## config.mk

```make
export PLATFORM = sky130hd
export DESIGN_NAME = mrz_mode_reg
export DESIGN_NICKNAME = d
export VERILOG_FILES = /design/src/hw/mrz_field_decode.v /design/src/hw/mrz_mode_reg.v
export VERILOG_INCLUDE_DIRS = /design/src /design/src/hw
export SDC_FILE = /design/constraint.sdc
export NUM_CORES = 1
export LEC_CHECK = 0
export ABC_AREA = 1
export ABC_CLOCK_PERIOD_IN_PS = 4100
export BUFFER_PORTS_ARGS = -buffer_cell sky130_fd_sc_hd__buf_2
export CAP_MARGIN = 20
export CORE_MARGIN = 2
export CORE_UTILIZATION = 54
export DETAILED_ROUTE_END_ITERATION = 16
export PLACE_DENSITY = 0.94
export SYNTH_ARGS = -nofsm -noshare
export SYNTH_HDL_FRONTEND = slang
export SYNTH_HIERARCHICAL = 1
export SYNTH_SLANG_ARGS = --single-unit
```

## constraint.sdc

```tcl
create_clock -name clk_sys_in -period 4.1 [get_ports clk_sys_in]
set_input_delay 0.82 -clock clk_sys_in [delete_from_list [all_inputs] [get_ports clk_sys_in]]
set_output_delay 0.82 -clock clk_sys_in [all_outputs]
set_load 0.01 [all_outputs]
```

## src/hw/mrzero_consts.vh

```
// Purpose: Constants for the mode-register-set decoder and mode register zero.
// Assumes: Plain Verilog-2005, included by bare name.
// Notes:   Field positions are bit numbers of the 22-bit mode register word.
`ifndef MRZERO_CONSTS_VH
`define MRZERO_CONSTS_VH

`define MRZ_WORD_W        22
`define MRZ_BIT_RFU_HI    21
`define MRZ_SEL_HI        20
`define MRZ_SEL_LO        18
`define MRZ_BIT_RFU_LO    17
`define MRZ_BIT_WR_HI     13
`define MRZ_BIT_CL_HI     12
`define MRZ_WR_LO_HI      11
`define MRZ_WR_LO_LO      9
`define MRZ_BIT_DLL_RST   8
`define MRZ_BIT_TEST      7
`define MRZ_CL_MID_HI     6
`define MRZ_CL_MID_LO     4
`define MRZ_BIT_BT        3
`define MRZ_BIT_CL_LO     2
`define MRZ_BL_HI         1
`define MRZ_BL_LO         0

`define MRZ_SEL_MR0       3'h0
`define MRZ_SEL_DNU       3'h7
`define MRZ_WR_MAX_CODE   4'h8
`define MRZ_CL_MAX_CODE   5'h17
`define MRZ_BL_RESERVED   2'h3

`define MRZ_RESET_WORD    22'h00_0000
`define MRZ_DLL_RST_CYC   8'h04

`endif

```

## src/hw/mrz_field_decode.v

```verilog
// Purpose: Turns mode register zero codes into clock counts and flags.
// Assumes: Combinational; the caller registers its outputs.
// Notes:   Reserved write and CAS codes give zero counts; these and burst length code 3 raise a reserved flag.
`include "mrzero_consts.vh"

module mrz_field_decode (
    input  wire [`MRZ_WORD_W-1:0] word_in,
    output reg  [5:0]             wr_clk_out,
    output reg  [4:0]             rtp_clk_out,
    output reg  [5:0]             cas_clk_out,
    output reg                    reserved_out
);
    wire [3:0] wr_code;
    wire [4:0] cl_code;

    assign wr_code = {word_in[`MRZ_BIT_WR_HI], word_in[`MRZ_WR_LO_HI:`MRZ_WR_LO_LO]};
    assign cl_code = {word_in[`MRZ_BIT_CL_HI], word_in[`MRZ_CL_MID_HI:`MRZ_CL_MID_LO],
                      word_in[`MRZ_BIT_CL_LO]};

    always @* begin
        case (wr_code)
            4'h0: wr_clk_out = 6'd10;
            4'h1: wr_clk_out = 6'd12;
            4'h2: wr_clk_out = 6'd14;
            4'h3: wr_clk_out = 6'd16;
            4'h4: wr_clk_out = 6'd18;
            4'h5: wr_clk_out = 6'd20;
            4'h6: wr_clk_out = 6'd24;
            4'h7: wr_clk_out = 6'd22;
            4'h8: wr_clk_out = 6'd26;
            default: wr_clk_out = 6'd0;
        endcase
        rtp_clk_out = wr_clk_out[5:1];
    end

    always @* begin
        case (cl_code)
            5'h08: cas_clk_out = 6'd18;
            5'h09: cas_clk_out = 6'd20;
            5'h0a: cas_clk_out = 6'd22;
            5'h0b: cas_clk_out = 6'd24;
            5'h0c: cas_clk_out = 6'd23;
            5'h0d: cas_clk_out = 6'd17;
            5'h0e: cas_clk_out = 6'd19;
            5'h0f: cas_clk_out = 6'd21;
            default: begin
                if (cl_code < 5'h08) begin
                    cas_clk_out = {3'b000, cl_code[2:0]} + 6'd9;
                end else if (cl_code <= `MRZ_CL_MAX_CODE) begin
                    cas_clk_out = {3'b000, cl_code[2:0]} + 6'd25;
                end else begin
                    cas_clk_out = 6'd0;
                end
            end
        endcase
    end

    always @* begin
        reserved_out = (wr_code > `MRZ_WR_MAX_CODE) || (cl_code > `MRZ_CL_MAX_CODE)
                    || (word_in[`MRZ_BL_HI:`MRZ_BL_LO] == `MRZ_BL_RESERVED);
    end
endmodule // mrz_field_decode

```

## src/hw/mrz_mode_reg.v

```verilog
// Purpose: Mode register set decoder holding mode register zero.
// Assumes: Command and address pins are synchronous to clk_sys_in.
// Notes:   Writes to other mode registers are flagged but not stored here.
`include "mrzero_consts.vh"

module mrz_mode_reg (
    input  wire        clk_sys_in,
    input  wire        reset_n_in,
    input  wire        cs_n_in,
    input  wire        ras_n_in,
    input  wire        cas_n_in,
    input  wire        we_n_in,
    input  wire [1:0]  bg_in,
    input  wire [1:0]  ba_in,
    input  wire [17:0] addr_in,
    output wire [21:0] mode_register_zero_out,
    output reg  [2:0]  mrs_target_out,
    output reg         mrs_other_out,
    output reg         mrs_dnu_out,
    output reg  [5:0]  wr_clk_out,
    output reg  [4:0]  rtp_clk_out,
    output reg  [5:0]  cas_clk_out,
    output reg         burst_interleave_out,
    output reg  [1:0]  burst_len_out,
    output reg         vendor_test_mode_out,
    output reg         reserved_set_out,
    output reg         dll_reset_pulse_out,
    output wire        dll_reset_busy_out
);
    reg  [21:0] mode_register_zero_q;
    reg  [7:0]  dll_cnt_q;
    wire        mrs_cmd;
    wire [21:0] mrs_word;
    wire        mrs_is_zero;
    wire [5:0]  dec_wr;
    wire [4:0]  dec_rtp;
    wire [5:0]  dec_cas;
    wire        dec_res;

    function [2:0] mrz_target;
        input [21:0] w;
        begin
            mrz_target = w[`MRZ_SEL_HI:`MRZ_SEL_LO];
        end
    endfunction

    assign mrs_cmd = ~cs_n_in & ~ras_n_in & ~cas_n_in & ~we_n_in;

    assign mrs_word = {bg_in, ba_in, addr_in[17], 3'b000, addr_in[13:0]};

    assign mrs_is_zero = mrs_cmd && (mrz_target(mrs_word) == `MRZ_SEL_MR0);

    assign mode_register_zero_out = mode_register_zero_q;
    assign dll_reset_busy_out     = (dll_cnt_q != 8'h00);

    mrz_field_decode u_dec (
        .word_in      (mode_register_zero_q),
        .wr_clk_out   (dec_wr),
        .rtp_clk_out  (dec_rtp),
        .cas_clk_out  (dec_cas),
        .reserved_out (dec_res)
    );

    always @(posedge clk_sys_in) begin
        if (!reset_n_in) begin
            mode_register_zero_q <= `MRZ_RESET_WORD;
            dll_cnt_q            <= 8'h00;
            dll_reset_pulse_out  <= 1'b0;
            mrs_target_out       <= 3'h0;
            mrs_other_out        <= 1'b0;
            mrs_dnu_out          <= 1'b0;
        end else begin
            dll_reset_pulse_out <= 1'b0;
            mrs_other_out       <= mrs_cmd && !mrs_is_zero;
            mrs_dnu_out         <= mrs_cmd && (mrz_target(mrs_word) == `MRZ_SEL_DNU);
            if (mrs_cmd) begin
                mrs_target_out <= mrz_target(mrs_word);
            end
            if (mrs_is_zero) begin
                mode_register_zero_q <= mrs_word;
                if (mrs_word[`MRZ_BIT_DLL_RST]) begin
                    dll_cnt_q           <= `MRZ_DLL_RST_CYC;
                    dll_reset_pulse_out <= 1'b1;
                end
            end else if (dll_cnt_q != 8'h00) begin
                dll_cnt_q <= dll_cnt_q - 8'h01;
                if (dll_cnt_q == 8'h01) begin
                    mode_register_zero_q[`MRZ_BIT_DLL_RST] <= 1'b0;
                end
            end
        end
    end

    // Decoded settings are applied the cycle after the register updates.
    always @(posedge clk_sys_in) begin
        if (!reset_n_in) begin
            wr_clk_out           <= 6'd0;
            rtp_clk_out          <= 5'd0;
            cas_clk_out          <= 6'd0;
            burst_interleave_out <= 1'b0;
            burst_len_out        <= 2'b00;
            vendor_test_mode_out <= 1'b0;
            reserved_set_out     <= 1'b0;
        end else begin
            wr_clk_out           <= dec_wr;
            rtp_clk_out          <= dec_rtp;
            cas_clk_out          <= dec_cas;
            burst_interleave_out <= mode_register_zero_q[`MRZ_BIT_BT];
            burst_len_out        <= mode_register_zero_q[`MRZ_BL_HI:`MRZ_BL_LO];
            vendor_test_mode_out <= mode_register_zero_q[`MRZ_BIT_TEST];
            reserved_set_out     <= dec_res | mode_register_zero_q[`MRZ_BIT_RFU_HI]
                                  | mode_register_zero_q[`MRZ_BIT_RFU_LO];
        end
    end
endmodule // mrz_mode_reg

```

Word-level counts from Yosys, hierarchy flattened. Memory sizes are Yosys's and may differ from the RTL's. A register that Yosys moved wholly into a read port is not among the register bits. Index checks and enable logic that the tools add are counted.

Memory bits (read-only): 64. Bits of input ports: 28. Register bits: 55. Memories: 1. Word-level logic and storage cells: 68. Output and inout bits: 51.

Memories: (no name shown) (depth 16, width 4, read ports 1, clocked after memory_dff 1, wr ports 0, line mrz_field_decode.v:21) `case (wr_code)`.

$lt $le $gt $ge: 4. Mux-type cells: 12. Reductions and logical operators: 13. Equality and inequality tests: 12. Bitwise operators: 9. Add/subtract/negate cells: 3.

Operators with widths (number): $pmux 6 s8 (1); $eq 5x4->1 const B (8); $mux 8 (3); $mux 6 (2); $eq 8x1->1 const B (1); $mux 4 (2); $reduce_bool 8->1 (1); $sub 8x1->8 const B (1); $add 3x5->6 const B (1); $reduce_and 2->1 (3); $add 3x4->5 const B (1); $gt 5x5->1 const B (1); $le 5x5->1 const B (1); $lt 5x4->1 const B (1); $gt 4x4->1 const B (1); $mux 1 (4); $not 1->1 (4); $reduce_bool 2->1 (2); $and 1x1->1 (3); $eq 3x3->1 const B (1); $logic_and 1x1->1 (3); $logic_not 3->1 (1); $eq 2x2->1 const B (1); $logic_or 1x1->1 (2); 3 further kinds (4).

Logic depth before layout (Yosys ltp). Gate-level depths: netlist (run 1).

Word-level depth: 7. Gate-level depth with buffers: 9. Gate-level depth less buffers: 9.

By module. The synthesis (run 1) kept the hierarchy.

By module, submodules not included: mrz_mode_reg (instances 1, sequential area each 1101.1 um2, cells each 257, area each 2040.7 um2); mrz_field_decode (instances 1, sequential area each 0.0 um2, cells each 73, area each 424.2 um2).

Least setup slack after synthesis (run 1). OpenSTA, ideal clock, no wires.

Path type: reg-to-output. Start point: register dll_cnt_q[0]. End point: output port dll_reset_busy_out. Path slack: 2419 ps. Stages on the path, launching flop included: 6. Data arrival time: 861 ps. Required time: 3280 ps. Buffers on the path: 0. Cell sequence: dfxtp_1 -> inv_1 -> ha_1 -> nand2_4 -> inv_1 -> nand2_2.

Cells in the longest elaborated chain, start to end: 1.

Ends and longest elaborated chain: start: declaration (line mrz_mode_reg.v:31) `reg [7:0] dll_cnt_q;`; start signal: assignment (line mrz_mode_reg.v:82) `` dll_cnt_q <= `MRZ_DLL_RST_CYC; ``; start signal: assignment (line mrz_mode_reg.v:86) `dll_cnt_q <= dll_cnt_q - 8'h01;`; $reduce_bool 8->1 (line mrz_mode_reg.v:54) `assign dll_reset_busy_out = (dll_cnt_q != 8'h00);`; end: declaration (line mrz_mode_reg.v:28) `output wire dll_reset_busy_out`.

No other way between the ends.

Worst setup path after layout (run 1). Ends and elaborated chain as after synthesis.

==> flow_summary.yaml, run 1 <==
sta:
  fmax_mhz: 452
  setup_viol: 0
  rsz0062_at_grt: "false"
  worst_pin_slew_ns: 0.706
  finalClockSkew_ns: 0.00989
  min_period_ns: 2.21
  hold_viol_final: 0
  max_slew_margin: 0.529
  period_share: 0.540
  hold_ws_ns: 0.434
  slew_viol_final: 0
  finalSetupTns_ns: 0
synthesis:
  synthDistinctLibCells: 29
  synth_xor_area_frac: 0.00711
  syn-cell-area_sq_mm: 0.00246
  yosys.area_share.simple: 0.284
  synthCells: 330
  synth_fa_ha_area_frac: 0.0508
  ys_warn_count: 6
  synth_compound_area_frac: 0.0883
  ys_seq_area_frac: 0.447
  synth_top_family_by_area: "simple AND/OR/NAND/NOR gates"
  syn_avg_cell_area_sq_um: 7.47
  synth_seq_cells: 55
  synthMuxAreaShare: 0
finish:
  final_common_cell: "buf_2"
  syn_to_final_growth_pct: 17.0
  nets: 433
  final_cell_mix: "buf_2 (72), nand2_1 (60), dfxtp_1 (55)"
  antenna_cells: 0
  fillers: 388
  stdcell_count: 448
  drive_above_1_share: 0.250
  design_area_sq_mm: 0.00288
outcome:
  status: "completed"
clock_network:
  post_cts_resized: 0
  clock-sinks: 55
  htree_levels: 2
  post_cts_buffers: 0
  numCtsBuffers: 5
  cts_root_buf: "clkbuf_8"
  postCtsHoldBufs: 0
  clk_pin_slew_ns: 0.09
  cts_tree: "done"
  cts_max_path_buffers: 2
  clkLatencyLatePin_ns: 0.30
die:
  initial_core_util: 0.562
  io_pins: 79
  core-area_sq_mm: 0.00438
  die_area_sq_mm: 0.00512
  die_w_microns: 71.6
  die_h_microns: 71.6
  fp-row-count: 24
detailed_routing:
  drt-total-wl_microns: 4880
  drt_iter0_drc: 110
  vias_per_cell: 4.89
  drc_errors: 0
  vias: 2189
  routedWlPerCell_microns: 10.9
  drtPass1Iterations: 4
  postRouteAntennaNets: 0
placement:
  gp_congestion: 0.836
  place_hpwl_microns: 3600
  io_buffers: 72
  postPlaceCellArea_sq_mm: 0.00279
  dp_cells: 440
critical_path:
  start_kind: "register"
  rr_startpoint: "mode_register_zero_out[2]"
  cp-startpoint: "dll_cnt_q[0]"
  crit_arrival_ns: 1.39
  worst-setup-path-type: "reg -> out"
  crit_path_max_fanout: 4
  crit_path_end_kind: "output port"
  r2r_slack_ns: 2.54
  cp.required_ns: 3.28
power:
  leakagePower_nw: 1.64
  peakVddDrop_mv: 0.213
  p_per_area_mw_per_mm2: 441
global_route:
  grt_pass1_wl_microns: 8270
  antenna_found_initial: 0
  track_usage: 0.199
  grt_pass1_vias: 2022
  grt-ovfl-total: 0
  grt_max_degree: 47
hold_path:
  hp-class: "reg -> reg"
  hp-start: "mode_register_zero_out[20]"
run:
  drv_cap: 0
area by class of cell:
cell class                 count  area, sq um  area share
timing repair buffer          72          360       0.125
clock buffer                   7         86.3      0.0299
inverter                      47          179      0.0620
sequential                    55         1100       0.382
clock inverter                 1         8.76     0.00304
multi-input combinational    214         1080       0.376
tap                           52         65.1      0.0226
metal layers:
| metal | global-route usage | wire length, microns |
|---|---|---|
| met4 | 0.0692 | 53 |
| met2 | 0.361 | 2380 |
| met5 | 0 | 0 |
| met3 | 0.0520 | 341 |
| met1 | 0.225 | 2100 |
logic make-up after synthesis:
family,Yosys count
simple gates,154
buf+inv,65
flops,55
compound gates,42
fa+ha+maj,10
xor+xnor,2
other cells,2
path summary, 6_finish.rpt:
check,end,cells after the start
hold / removal,mode_register_zero_out[20],2
hold reg to reg,mode_register_zero_out[20],2
setup reg to reg,cas_clk_out[3],9
setup / recovery,dll_reset_busy_out,6
critical path, cell delays in order, from the launching register on:
cell	delay, ns
dfxtp_1	0.39
inv_1	0.11
ha_1	0.24
nand2_4	0.08
inv_1	0.04
nand2_2	0.09
buf_2	0.14
through the flow:
stage	power [mW]	worst slack, ns	util
after floorplan	0.901	2.42	-
after detailed placement	0.978	1.74	0.636
after global routing	1.35	1.82	0.658
after CTS	1.28	1.88	0.658
after global placement	0.958	1.80	0.636
final	1.27	1.89	0.658
power by group:
part,internal [mW],switching [mW],leakage [nW]
sequential,0.575,0.0375,0.448
combinational,0.137,0.219,1.15
clock,0.139,0.164,0.0484
total,0.851,0.420,1.64
state kept, by name (all words and copies together) (netlist names):
name / count
mode_register_zero_out: 19
dll_cnt_q: 8
cas_clk_out: 6
wr_clk_out: 6
rtp_clk_out: 5
mrs_target_out: 3
burst_len_out: 2
burst_interleave_out: 1
dll_reset_pulse_out: 1
mrs_dnu_out: 1
mrs_other_out: 1
reserved_set_out: 1
vendor_test_mode_out: 1
Yosys cell counts, drive strengths merged:
cell type	instances	area, sq um
clkinv	2	7.51
clkbuf	3	11.3
o211ai	2	15.0
nor3	2	10.0
a211oi	1	7.51
a21oi	13	65.1
conb	2	7.51
inv	45	171
nor2	58	249
nand3	21	120
nand2	69	297
nor4	1	6.26
ha	10	125
buf	15	105
dfxtp	55	1100
xnor2	1	8.76
nand4	3	18.8
xor2	1	8.76
o21ai	26	130
Note: power is estimated with default switching activity, not from simulation.
==> run 2: changes to the inputs <==
- ABC_CLOCK_PERIOD_IN_PS: 4100 -> 1900
- CORE_UTILIZATION: 54 -> 46
- PLACE_DENSITY: 0.94 -> 0.86
- clock period: 4.1 -> 1.9 ns (I/O delays scaled with it)
==> run 2 against run 1 <==
Compared with the run above:
- setup slack worse by 1.7 ns
- largest power group unchanged
- register-to-register slack lost 2.1 ns
- utilization down 8.6 points
- sequential power up 120%
- global-route usage is 3.3 points lower
- routed wire length is 1.1% lower
- clock power grew to 2.5 times the previous value
- critical path depth stayed put
==> flow_summary.yaml, run 2 (synthesized netlist as in run 1, its figures left out) <==
outcome:
  status: "completed"
die:
  fp-row-count: 26
  die_area_sq_mm: 0.00596
  io_pins: 79
  die_w_microns: 77.2
  initial_core_util: 0.480
  die_h_microns: 77.2
  core-area_sq_mm: 0.00514
clock_network:
  clock-sinks: 55
  postCtsHoldBufs: 0
  post_cts_buffers: 0
  cts_tree: "done"
  clk_pin_slew_ns: 0.09
  cts_max_path_buffers: 2
  post_cts_resized: 0
  numCtsBuffers: 5
  cts_root_buf: "clkbuf_8"
  clkLatencyLatePin_ns: 0.30
  htree_levels: 2
global_route:
  grt_pass1_wl_microns: 8110
  track_usage: 0.166
  antenna_found_initial: 0
  grt_pass1_vias: 1916
  grt_max_degree: 46
  grt-ovfl-total: 0
placement:
  dp_cells: 460
  place_hpwl_microns: 3560
  gp_congestion: 0.819
  io_buffers: 72
  postPlaceCellArea_sq_mm: 0.00283
  preCtsSetupSlack_ns: 0.319
finish:
  fillers: 497
  final_common_cell: "buf_2"
  nets: 435
  stdcell_count: 468
  design_area_sq_mm: 0.00294
  drive_above_1_share: 0.254
  syn_to_final_growth_pct: 19.2
  antenna_cells: 0
  largest_reg_flops: 19
  utilization: 0.572
  final_cell_mix: "buf_2 (72), nand2_1 (60), dfxtp_1 (55)"
sta:
  rsz0062_at_grt: "false"
  fmax_mhz: 575
  period_share: 0.915
  fin_ws_ns: 0.162
  hold_ws_ns: 0.296
  finalSetupTns_ns: 0
  slew_viol_final: 0
  hold_viol_final: 0
  min_period_ns: 1.74
  finalClockSkew_ns: 0.00890
  setup_viol: 0
power:
  finalPower_mw: 2.84
  peakVddDrop_mv: 0.663
  p_per_area_mw_per_mm2: 967
  leakagePower_nw: 1.66
critical_path:
  worst-setup-path-type: "reg -> out"
  crit_path_max_fanout: 4
  start_kind: "register"
  cp.required_ns: 1.52
  crit_arrival_ns: 1.36
  crit_path_end_kind: "output port"
detailed_routing:
  vias_per_cell: 4.59
  drt-total-wl_microns: 4820
  postRouteAntennaNets: 0
  vias: 2150
  routedWlPerCell_microns: 10.3
  drt_iter0_drc: 96
  drtPass1Iterations: 4
  drc_errors: 0
run:
  drv_cap: 0
hold_path:
  hp-class: "in -> reg"
run 2: where the power goes:
part,total (mW),internal [mW],switching [mW]
logic,0.764,0.297,0.467
clock network,0.758,0.398,0.360
registers,1.32,1.24,0.0772
total,2.84,1.94,0.904
run 2: metal layers:
metal,up-vias,share of wire,global-route usage
met2,58,0.49,0.274
met4,0,0.016,0.0625
met1,940,0.43,0.206
met5,-,0,0
li1,1142,-,-
met3,10,0.066,0.0459
run 2: area by class of cell:
type / instances / area (sq um) / share of cell area
Timing Repair Buffer: 74 / 375 / 0.128
Tap cell: 70 / 87.6 / 0.0298
Sequential cell: 55 / 1100 / 0.375
Inverter: 47 / 179 / 0.0609
Clock buffer: 6 / 72.6 / 0.0247
Clock inverter: 2 / 38.8 / 0.0132
Multi-Input combinational cell: 214 / 1080 / 0.369
run 2: worst paths after layout:
kind | startpoint | to | slack [ns] | depth (start not counted)
setup / recovery | dll_cnt_q[0] | dll_reset_busy_out | 0.16 | 6
hold / removal | addr_in[7] | mode_register_zero_out[7] | 0.30 | 3
hold reg to reg | mode_register_zero_out[20] | mode_register_zero_out[20] | 0.43 | 2
setup reg to reg | mode_register_zero_out[2] | cas_clk_out[2] | 0.43 | 9
run 2: worst max-delay path, cell delays in order (launching register included):
cell and delay, ns:
dfxtp_1 0.37, inv_1 0.10, ha_1 0.24, nand2_4 0.08, inv_1 0.05, nand2_2 0.09
buf_2 0.14
